[config.mk]
export PLATFORM = sky130hd
export DESIGN_NAME = e2bl_slave
export DESIGN_NICKNAME = d
export VERILOG_FILES = /design/src/common/e2bl_pkg.sv /design/src/hdl/e2bl_slave.sv
export VERILOG_INCLUDE_DIRS = /design/src /design/src/common
export SDC_FILE = /design/constraint.sdc
export NUM_CORES = 1
export LEC_CHECK = 0
export ABC_CLOCK_PERIOD_IN_PS = 6230
export BUFFER_PORTS_ARGS = -buffer_cell sky130_fd_sc_hd__buf_4
export CAP_MARGIN = 25
export CORE_MARGIN = 1
export CORE_UTILIZATION = 60
export DETAILED_ROUTE_END_ITERATION = 8
export PLACE_DENSITY = 0.82
export SETUP_SLACK_MARGIN = 0.15
export SKIP_CTS_REPAIR_TIMING = 1
export SLEW_MARGIN = 20
export SYNTH_ARGS = -nofsm -noshare
export SYNTH_HDL_FRONTEND = slang
export SYNTH_SLANG_ARGS = --single-unit
[constraint.sdc]
create_clock -name clk_i -period 6.23 [get_ports clk_i]
set_input_delay 0.623 -clock clk_i [delete_from_list [all_inputs] [get_ports clk_i]]
set_output_delay 0.623 -clock clk_i [all_outputs]
set_load 0.02 [all_outputs]
[src/common/e2bl_params.svh]
// Functional notes
// Device is slave only; master controls transfers
// Clock is input only; data line bidirectional
// Sample on clock rise, change on fall
// Bytes travel MSb first, one bit per clock
// Receiver answers ACK/NACK in ninth clock
// Master gives nine clocks, no breaks
// Data changes only while clock low
// Data edge with clock high is Start/Stop
// No limit on bytes between Start and Stop
// Bus idle only when both lines high
// Both inputs filtered against spikes, with hysteresis
// Ignore bus in reset, then enter standby
// Master waits power-up delay before commanding
// Start falls, Stop rises, clock high
// Transmitter releases at eighth fall; ACK low
// Master NACK on read makes device release
// Data line driven low or released only
// Driver released unless sending ACK or data
// Start/Stop mid-byte aborts and clears bit count
`ifndef E2BL_PARAMS_SVH
`define E2BL_PARAMS_SVH

`define E2BL_CLK_MHZ        100
`define E2BL_SPIKE_NS       100
// Inputs must hold a level this long before the filter accepts it
`define E2BL_FILT_CYC       ((`E2BL_SPIKE_NS * `E2BL_CLK_MHZ + 999) / 1000)
`define E2BL_BYTE_BITS      8
`define E2BL_ACK_SLOT       4'h8
`define E2BL_PUP_US         100
`define E2BL_CNT_RST        4'h0
// One below zero: the clock fall that closes a Start carries no bit
`define E2BL_CNT_START      4'hF

`endif

[src/common/e2bl_pkg.sv]
`default_nettype none
package e2bl_pkg;
	typedef enum {ST_STANDBY, ST_ACTIVE} e2bl_state_t;
	typedef logic [3:0] e2bl_bitcnt_t;
endpackage
`default_nettype wire

[src/hdl/e2bl_slave.sv]
`timescale 1ns/1ps
`default_nettype none
`include "e2bl_params.svh"

module e2bl_slave
	import e2bl_pkg::*;
#(
	parameter int FILT_CYC = `E2BL_FILT_CYC
) (
	input  wire logic       clk_i,
	input  wire logic       nrst_i,
	input  wire logic       en_i,
	input  wire logic       scl_i,
	input  wire logic       sda_i,
	output logic            sda_o,
	output logic            sda_oe_n_o,
	input  wire logic       tx_mode_i,
	input  wire logic [7:0] tx_data_i,
	input  wire logic       ack_en_i,
	output logic [7:0]      rx_byte_o,
	output logic            rx_valid_o,
	output logic            ack_seen_o,
	output logic            nack_o,
	output logic            start_o,
	output logic            stop_o,
	output logic            bus_idle_o,
	output logic            standby_o
);

	localparam int FW = $clog2(FILT_CYC + 1);

	logic [1:0]   pin_w;
	logic [1:0]   filt_w;
	logic         scl_f;
	logic         sda_f;
	logic         scl_p_r;
	logic         sda_p_r;
	logic         scl_rise;
	logic         scl_fall;
	logic         start_ev;
	logic         stop_ev;
	e2bl_state_t  state_r;
	e2bl_bitcnt_t bit_cnt_r;
	e2bl_bitcnt_t bit_cnt_nxt;
	logic [7:0]   rx_sh_r;
	logic [7:0]   tx_r;
	logic         tx_mode_r;
	logic         drive_r;

	assign pin_w = {sda_i, scl_i};

	// Two-stage synchroniser, then a stability counter per line. A new level is
	// taken only after it holds FILT_CYC cycles, which both kills spikes and
	// gives hysteresis around the accepted level.
	generate
		for (genvar i = 0; i < 2; i++) begin : g_filt
			logic          s1_r;
			logic          s2_r;
			logic          lvl_r;
			logic [FW-1:0] cnt_r;

			always_ff @(posedge clk_i or negedge nrst_i) begin
				if (!nrst_i) begin
					s1_r <= 1'b1;
					s2_r <= 1'b1;
				end else if (en_i) begin
					s1_r <= pin_w[i];
					s2_r <= s1_r;
				end
			end

			always_ff @(posedge clk_i or negedge nrst_i) begin
				if (!nrst_i) begin
					lvl_r <= 1'b1;
					cnt_r <= '0;
				end else if (en_i) begin
					if (s2_r == lvl_r) begin
						cnt_r <= '0;
					end else if (cnt_r == FW'(FILT_CYC - 1)) begin
						lvl_r <= s2_r;
						cnt_r <= '0;
					end else begin
						cnt_r <= cnt_r + 1'b1;
					end
				end
			end

			assign filt_w[i] = lvl_r;
		end
	endgenerate

	assign scl_f = filt_w[0];
	assign sda_f = filt_w[1];

	// Previous filtered levels for edge detection
	always_ff @(posedge clk_i or negedge nrst_i) begin
		if (!nrst_i) begin
			scl_p_r <= 1'b1;
			sda_p_r <= 1'b1;
		end else if (en_i) begin
			scl_p_r <= scl_f;
			sda_p_r <= sda_f;
		end
	end

	// Clock is only ever observed, never driven
	assign scl_rise = en_i & scl_f & ~scl_p_r;
	assign scl_fall = en_i & ~scl_f & scl_p_r;
	// Data edge while clock stays high is a condition, not a bit
	assign start_ev = en_i & scl_f & scl_p_r & sda_p_r & ~sda_f;
	assign stop_ev  = en_i & scl_f & scl_p_r & ~sda_p_r & sda_f;

	// Bit counter advances on each fall; wraps after the ack slot, no byte limit
	assign bit_cnt_nxt = (bit_cnt_r == `E2BL_ACK_SLOT) ? `E2BL_CNT_RST : bit_cnt_r + 4'h1;

	// Session state: Start wakes the slave, Stop or a master NACK on a read returns to standby
	always_ff @(posedge clk_i or negedge nrst_i) begin
		if (!nrst_i) begin
			state_r <= ST_STANDBY;
		end else if (start_ev) begin
			state_r <= ST_ACTIVE;
		end else if (stop_ev) begin
			state_r <= ST_STANDBY;
		end else if (scl_rise && state_r == ST_ACTIVE && tx_mode_r &&
			bit_cnt_r == `E2BL_ACK_SLOT && sda_f) begin
			state_r <= ST_STANDBY;
		end
	end

	// Bit framing; a condition mid-byte restarts framing from bit zero
	always_ff @(posedge clk_i or negedge nrst_i) begin
		if (!nrst_i) begin
			bit_cnt_r <= `E2BL_CNT_RST;
		end else if (start_ev) begin
			// The fall that ends the Start wraps this to zero, so bit one counts as zero
			bit_cnt_r <= `E2BL_CNT_START;
		end else if (stop_ev) begin
			bit_cnt_r <= `E2BL_CNT_RST;
		end else if (scl_fall && state_r == ST_ACTIVE) begin
			bit_cnt_r <= bit_cnt_nxt;
		end
	end

	// Receive shift on the rising edge, MSb enters first
	always_ff @(posedge clk_i or negedge nrst_i) begin
		if (!nrst_i) begin
			rx_sh_r <= 8'h00;
		end else if (scl_rise && state_r == ST_ACTIVE && bit_cnt_r < `E2BL_ACK_SLOT) begin
			rx_sh_r <= {rx_sh_r[6:0], sda_f};
		end
	end

	// Byte delivery and ninth-clock answer from the master
	always_ff @(posedge clk_i or negedge nrst_i) begin
		if (!nrst_i) begin
			rx_byte_o  <= 8'h00;
			rx_valid_o <= 1'b0;
			ack_seen_o <= 1'b0;
			nack_o     <= 1'b0;
		end else begin
			rx_valid_o <= 1'b0;
			ack_seen_o <= 1'b0;
			if (scl_rise && state_r == ST_ACTIVE) begin
				if (bit_cnt_r == 4'h7 && !tx_mode_r) begin
					rx_byte_o  <= {rx_sh_r[6:0], sda_f};
					rx_valid_o <= 1'b1;
				end
				if (bit_cnt_r == `E2BL_ACK_SLOT && tx_mode_r) begin
					ack_seen_o <= 1'b1;
					nack_o     <= sda_f;
				end
			end
		end
	end

	// Direction and data of the next byte are taken at each byte boundary
	always_ff @(posedge clk_i or negedge nrst_i) begin
		if (!nrst_i) begin
			tx_mode_r <= 1'b0;
			tx_r      <= 8'h00;
		end else if (start_ev || stop_ev) begin
			tx_mode_r <= 1'b0; // Address byte after Start is always inbound
		end else if (scl_fall && state_r == ST_ACTIVE && bit_cnt_r == `E2BL_ACK_SLOT) begin
			tx_mode_r <= tx_mode_i;
			tx_r      <= tx_data_i;
		end
	end

	// Open-drain driver, set only on a falling clock edge; Start, Stop or standby release it at once
	always_ff @(posedge clk_i or negedge nrst_i) begin
		if (!nrst_i) begin
			drive_r <= 1'b0;
		end else if (start_ev || stop_ev || state_r != ST_ACTIVE) begin
			drive_r <= 1'b0;
		end else if (scl_fall) begin
			if (bit_cnt_r == `E2BL_ACK_SLOT) begin
				drive_r <= tx_mode_i & ~tx_data_i[7];
			end else if (bit_cnt_nxt == `E2BL_ACK_SLOT) begin
				drive_r <= ~tx_mode_r & ack_en_i;
			end else begin
				drive_r <= tx_mode_r & ~tx_r[3'(7 - bit_cnt_nxt)];
			end
		end
	end

	assign sda_o      = 1'b0;
	assign sda_oe_n_o = ~drive_r;

	// Status pulses and levels, all from flip-flops
	always_ff @(posedge clk_i or negedge nrst_i) begin
		if (!nrst_i) begin
			start_o    <= 1'b0;
			stop_o     <= 1'b0;
			bus_idle_o <= 1'b1;
		end else begin
			start_o <= start_ev;
			stop_o  <= stop_ev;
			if (en_i) begin
				bus_idle_o <= scl_f & sda_f;
			end
		end
	end

	assign standby_o = (state_r == ST_STANDBY);
endmodule
`default_nettype wire

### Word level (Yosys, flattened, before mapping)

Index checks and enable logic that the tools add are counted.

| word-level totals | value |
|---|---|
| register bits | 83 |
| output and inout bits | 17 |

| cells by class | value |
|---|---|
| add/sub/neg operators | 4 |
| order comparisons | 2 |
| equality and inequality tests | 9 |
| multiplexer cells | 23 |
| bitwise gates (word level) | 24 |
| reductions and logical operators | 22 |

Operators by type and width:

| operator | count |
|---|---|
| $mux 32 | 3 |
| $eq 32x2->1 const B | 1 |
| $logic_not 32->1 | 1 |
| $mux 4 | 8 |
| $ne 32x2->1 const B | 1 |
| $eq 4x4->1 const B | 4 |
| $and 1x1->1 | 13 |
| $add 4x1->4 const B | 3 |
| $mux 1 | 11 |
| $not 1->1 | 11 |
| $logic_and 1x1->1 | 9 |
| $reduce_and 2->1 | 3 |
| $reduce_and 3->1 | 2 |
| $reduce_bool 3->1 | 2 |
| $eq 4x3->1 const B | 1 |
| $lt 3x4->1 const B | 1 |
| $lt 4x4->1 const B | 1 |
| $reduce_bool 2->1 | 2 |
| $bmux 1 s3 | 1 |
| $sub 3x3->3 const A | 1 |
| $eq 1x1->1 | 2 |
| $logic_or 1x1->1 | 2 |
| $logic_not 1->1 | 1 |

### Longest topological paths before layout

| logic depth | value |
|---|---|
| depth in word-level cells | 11 |
| gate-level depth with buffers | 8 |
| depth with buffers taken out | 7 |

### Worst setup path before layout

OpenSTA, ideal clock, no wires.

| path | value |
|---|---|
| kind | reg-to-reg |
| start point | reg bit_cnt_r[0] |
| end point | reg drive_r |
| arrival | 1.937 ns |
| required time | 6.159 ns |
| path slack | 4.222 ns |
| stages on the path, launching flop included | 7 |
| buffers on the path | 1 |
| cell sequence | dfrtp_1 > clkbuf_8 > inv_1 > ha_1 > mux4_2 > or4b_1 > nand4_1 |

| on the way | value |
|---|---|
| cells in the longest elaborated chain, start to end | 11 |
| elaborated cells between the ends (all ways) | 13 |

RTL lines:

| element | RTL line | text |
|---|---|---|
| from (decl) | e2bl_slave.sv:43 | `e2bl_bitcnt_t bit_cnt_r;` |
| from (signal assigned) | e2bl_slave.sv:133 | `` bit_cnt_r <= `E2BL_CNT_RST; `` |
| from (signal assigned) | e2bl_slave.sv:136 | `` bit_cnt_r <= `E2BL_CNT_START; `` |
| from (signal assigned) | e2bl_slave.sv:138 | `` bit_cnt_r <= `E2BL_CNT_RST; `` |
| $add 4x1->4 / $eq 4x4->1 (equally long branches) | -- |  |
| $mux 4 | e2bl_slave.sv:114 | `` assign bit_cnt_nxt = (bit_cnt_r == `E2BL_ACK_SLOT) ? `E2BL_CNT_RST : bit_cnt_r + 4'h1; `` |
| $sub 3x3->3 | e2bl_slave.sv:201 | `drive_r <= tx_mode_r & ~tx_r[3'(7 - bit_cnt_nxt)];` |
| $bmux 1 s3 | e2bl_slave.sv:201 |  |
| $mux 1 (not written as such) | e2bl_slave.sv:201 |  |
| $not 1->1 | e2bl_slave.sv:201 |  |
| $and 1x1->1 | e2bl_slave.sv:201 |  |
| $mux 1 | e2bl_slave.sv:198 | `` end else if (bit_cnt_nxt == `E2BL_ACK_SLOT) begin `` |
| $mux 1 * | e2bl_slave.sv:196 | `` if (bit_cnt_r == `E2BL_ACK_SLOT) begin `` |
| $mux 1 * | e2bl_slave.sv:195 | `end else if (scl_fall) begin` |
| $mux 1 * | e2bl_slave.sv:193 | `end else if (start_ev \|\| stop_ev \|\| state_r != ST_ACTIVE) begin` |
| to (signal assigned) | e2bl_slave.sv:197 | `drive_r <= tx_mode_i & ~tx_data_i[7];` |
| to (signal assigned) | e2bl_slave.sv:199 | `drive_r <= ~tx_mode_r & ack_en_i;` |
| to (signal assigned) | e2bl_slave.sv:201 |  |
| to (decl) | e2bl_slave.sv:48 | `logic drive_r;` |

Every way passes the cells marked *; elsewhere a longest branch is shown, timed or not. The select of a mux whose other input is x is not followed.
A chain may end at the register's enable or synchronous reset.

### Worst setup path after layout

Ends and elaborated chain as after synthesis.

==> results_tabular.tex <==
\begin{tabular}{lr}
\hline
Metric & Value \\
\hline
\multicolumn{2}{l}{\textbf{Setup path}} \\
Type of element launching the critical path & flip-flop \\
Cell type of the slowest stage on the worst timing path & sky130\_fd\_sc\_hd\_\_dfrtp\_1 \\
End of the worst register-to-register path & drive\_r \\
Worst path max stage delay & 0.53 ns \\
Crit-path max FO & 11 \\
Critical path capture point & drive\_r \\
Crit path depth & 7 \\
Number of cells traversed by the worst register-to-register path & 7 \\
Kind of end point of the critical path & flip-flop \\
Critical Path RT & 6.47 ns \\
Signal arrival time at the worst endpoint & 2.46 ns \\
Setup slack, reg-to-reg & 4.02 ns \\
Kind of cell adding the most delay to the critical path & simple AND/OR/NAND/NOR gates \\
Critical Setup Path Class & flip-flop to flip-flop \\
Buf/Inv on CP & 1 \\
FF-to-FF Start & bit\_cnt\_r[0] \\
Sequence of cells on the critical path & inv\_1, ha\_1, and3b\_4, nor2\_1, mux4\_2, or4b\_1, nand4\_1 \\
Critical path origin & bit\_cnt\_r[0] \\
\multicolumn{2}{l}{\textbf{Job}} \\
Number of violations of the max-capacitance limit & 0 \\
\multicolumn{2}{l}{\textbf{Logic synthesis}} \\
Mean instance size in the synthesized netlist & 12.1 µm² \\
Fraction of post-synthesis cell area in the top cell type by area & 0.429 \\
Count of mapped cells out of synthesis & 208 \\
Synthesis warning total & 0 \\
Distinct cells, synth & 51 \\
EDFF count, synth & 0 \\
Mapped Area & 0.00251 mm² \\
Seq cells post-synth & 52 \\
Syn\_nets & 229 \\
Largest area contributor in the netlist & sky130\_fd\_sc\_hd\_\_dfrtp\_1 \\
Proportion of synthesized flip-flops having asynchronous set or reset & 1.00 \\
Most used DFF post-synth & sky130\_fd\_sc\_hd\_\_dfrtp\_1 \\
Sequential-to-total area share from yosys stat & 0.523 \\
Largest cells by area after synthesis & sky130\_fd\_sc\_hd\_\_dfrtp\_1, sky130\_fd\_sc\_hd\_\_mux2\_2, sky130\_fd\_sc\_hd\_\_dfstp\_2, sky130\_fd\_sc\_hd\_\_ha\_1, sky130\_fd\_sc\_hd\_\_nand2\_1 \\
\multicolumn{2}{l}{\textbf{Pwr}} \\
LEAKAGE & 1.36 nW \\
Power density cells & 251 mW/mm² \\
Worst voltage drop across the vdd grid & 0.000173 V \\
Power consumption & 0.704 mW \\
\multicolumn{2}{l}{\textbf{Layout}} \\
Fraction of layout instances using a drive strength above 1 & 0.383 \\
Antenna Diode Count & 0 \\
Growth of design area from synthesis to finish & 12.0\% \\
Final Non-Filler Cells & 285 \\
FILL cells & 306 \\
Commonest non-fill, non-tap cell in the layout & sky130\_fd\_sc\_hd\_\_dfrtp\_1 \\
Commonest non-fill, non-tap cells in the layout & sky130\_fd\_sc\_hd\_\_dfrtp\_1, sky130\_fd\_sc\_hd\_\_mux2\_2, sky130\_fd\_sc\_hd\_\_buf\_4 \\
Total number of nets in the final design & 255 \\
Design area & 0.00281 mm² \\
\multicolumn{2}{l}{\textbf{Global route}} \\
Wire length of the first global-routing pass & 6.60 mm \\
Vias in the first global route & 1,412 \\
GRT Residual Overflow & 0 \\
Number of antenna violations at the first check in global routing & 0 \\
Overall global routing resource usage & 0.202 \\
Largest net degree at the start of global routing & 53 \\
\multicolumn{2}{l}{\textbf{Placement}} \\
Final HPWL DP & 2.84 mm \\
RePlAce Congestion & 0.811 \\
Instance count after placement with tap cells included & 277 \\
Dpl ws & 3.85 ns \\
Port Buf Inserts & 30 \\
Cell area reported after detailed placement & 0.00272 mm² \\
\multicolumn{2}{l}{\textbf{Floorplanning}} \\
Initial Utilization & 0.627 \\
Standard cell core area & 0.00400 mm² \\
Die extent in y & 66.7 µm \\
Number of top-level pins & 32 \\
Num rows & 23 \\
Width of the die & 66.7 µm \\
Die area & 0.00445 mm² \\
\multicolumn{2}{l}{\textbf{Timing}} \\
RSZ-0062 raised after global routing & false \\
Time the worst path needs with I/O delays and setup & 2.21 ns \\
Clock skew & 0.00508 ns \\
Part of the cycle the worst path needs & 0.356 \\
Final setup viols & 0 \\
Worst slew margin relative to its limit & 0.588 \\
Number of hold violations in the final report & 0 \\
Timing-limited maximum frequency & 0.452 GHz \\
Slew at the pin closest to its max-slew limit & 0.619 ns \\
Max-slew violation total from the final report & 0 \\
Accumulated negative setup slack & 0 ns \\
Slack of the critical path & 4.02 ns \\
\multicolumn{2}{l}{\textbf{Clock network}} \\
Clock input transition at the sequential cells of the worst setup and hold paths & 0.09 ns \\
Total clock sinks & 52 \\
Clk Latency, worst-skew pair & 0.30 ns \\
Clock tree root driver cell & sky130\_fd\_sc\_hd\_\_clkbuf\_8 \\
Clock buffers created by TritonCTS & 5 \\
CTS max path bufs & 2 \\
CTS HTree Levels & 2 \\
Clock tree from TritonCTS & built \\
\multicolumn{2}{l}{\textbf{Drt}} \\
Average detailed-routed wire length per instance & 14.3 µm \\
Total routed wirelength & 4.06 mm \\
First-pass DRT Iterations & 5 \\
Count of unresolved DRC violations after routing & 0 \\
Vias per std cell & 5.59 \\
Starting DRC count in detailed routing & 111 \\
Antenna-violating nets left & 0 \\
Via count & 1,592 \\
\multicolumn{2}{l}{\textbf{Hold path}} \\
Hold Path Class & input pin to asynchronous set/reset pin \\
\multicolumn{2}{l}{\textbf{Status}} \\
Status & completed \\
\hline
\end{tabular}
## state kept, by name, summed over array words and instances (netlist names), 2 cells and up
register,flops
g_filt.lvl_r,2
bit_cnt_r,4
tx_r,8
rx_sh_r,7
g_filt.cnt_r,8
g_filt.s2_r,2
g_filt.s1_r,2
rx_byte_o,8
## report_power, final
group | internal [mW] | switching [mW] | total, mW
clock network | 0.0796 | 0.110 | 0.189
logic | 0.0561 | 0.0605 | 0.117
registers | 0.368 | 0.0301 | 0.398
total | 0.504 | 0.200 | 0.704
## layout make-up
class	count	area, µm²	share of cell area
Clock inverter	3	23.8	0.00846
Inverter	11	41.3	0.0147
Clock buffer	5	68.8	0.0245
Multi-Input combinational cell	134	1080	0.383
Sequential cell	52	1310	0.467
Tap cell	50	62.6	0.0223
Timing Repair Buffer	30	225	0.0801
## logic make-up after synthesis
| logic type | Yosys count | share of synthesized area |
|---|---|---|
| AO/OA/AOI/OAI | 34 | 0.0872 |
| flip-flops | 52 | 0.523 |
| multiplexers | 37 | 0.169 |
| other | 1 | 0.00149 |
| buffers and inverters | 22 | 0.0479 |
| AND/OR/NAND/NOR | 52 | 0.128 |
| XOR/XNOR | 4 | 0.0140 |
| adder cells (fa/ha/maj) | 6 | 0.0299 |
## synthesized netlist by cell type, types with 2 or more instances
library cell and instances:
sky130_fd_sc_hd__dfrtp_1 43, sky130_fd_sc_hd__mux2_2 33, sky130_fd_sc_hd__nand2_1 13, sky130_fd_sc_hd__inv_1 11, sky130_fd_sc_hd__a21oi_1 9, sky130_fd_sc_hd__dfstp_2 9
sky130_fd_sc_hd__o21ai_0 9, sky130_fd_sc_hd__ha_1 6, sky130_fd_sc_hd__nand3_1 5, sky130_fd_sc_hd__nor2_1 5, sky130_fd_sc_hd__clkbuf_1 4, sky130_fd_sc_hd__mux2i_1 3
sky130_fd_sc_hd__nand2b_1 3, sky130_fd_sc_hd__nor3b_1 3, sky130_fd_sc_hd__o22ai_1 3, sky130_fd_sc_hd__xor2_1 3, sky130_fd_sc_hd__and2_1 2, sky130_fd_sc_hd__and3_1 2
sky130_fd_sc_hd__buf_2 2, sky130_fd_sc_hd__buf_4 2, sky130_fd_sc_hd__clkbuf_8 2, sky130_fd_sc_hd__nand4_1 2, sky130_fd_sc_hd__nor2_2 2, sky130_fd_sc_hd__nor2b_1 2
sky130_fd_sc_hd__nor3_1 2, sky130_fd_sc_hd__o211ai_1 2, sky130_fd_sc_hd__o31ai_1 2
## stage by stage
stage / hold WS (ns) / util
finish: 0.318 / 0.703
floorplan: 0.327 / -
detailed placement: 0.462 / 0.680
global placement: 0.461 / 0.680
CTS: 0.348 / 0.703
global route: 0.385 / 0.703
## worst min path at each step
stage	cells past startpoint	slack (ns)	to
3_5_place_dp	2	0.46	bus_idle_o
3_3_place_gp	2	0.46	bus_idle_o
4_1_cts	1	0.35	ack_seen_o
2_1_floorplan	0	0.33	ack_seen_o
5_1_grt	1	0.38	g_filt[0].cnt_r[0]
6_report	1	0.32	g_filt[0].cnt_r[0]
## metal layers
layer	up-vias	track usage	wire length [µm]	part of all wire
li1	790	-	-	-
met4	0	0.0957	66	0.016
met5	-	0	0	0
met3	5	0.0325	115	0.028
met1	777	0.294	2020	0.50
met2	20	0.292	1870	0.46
Power figures use the tool's default switching activity.
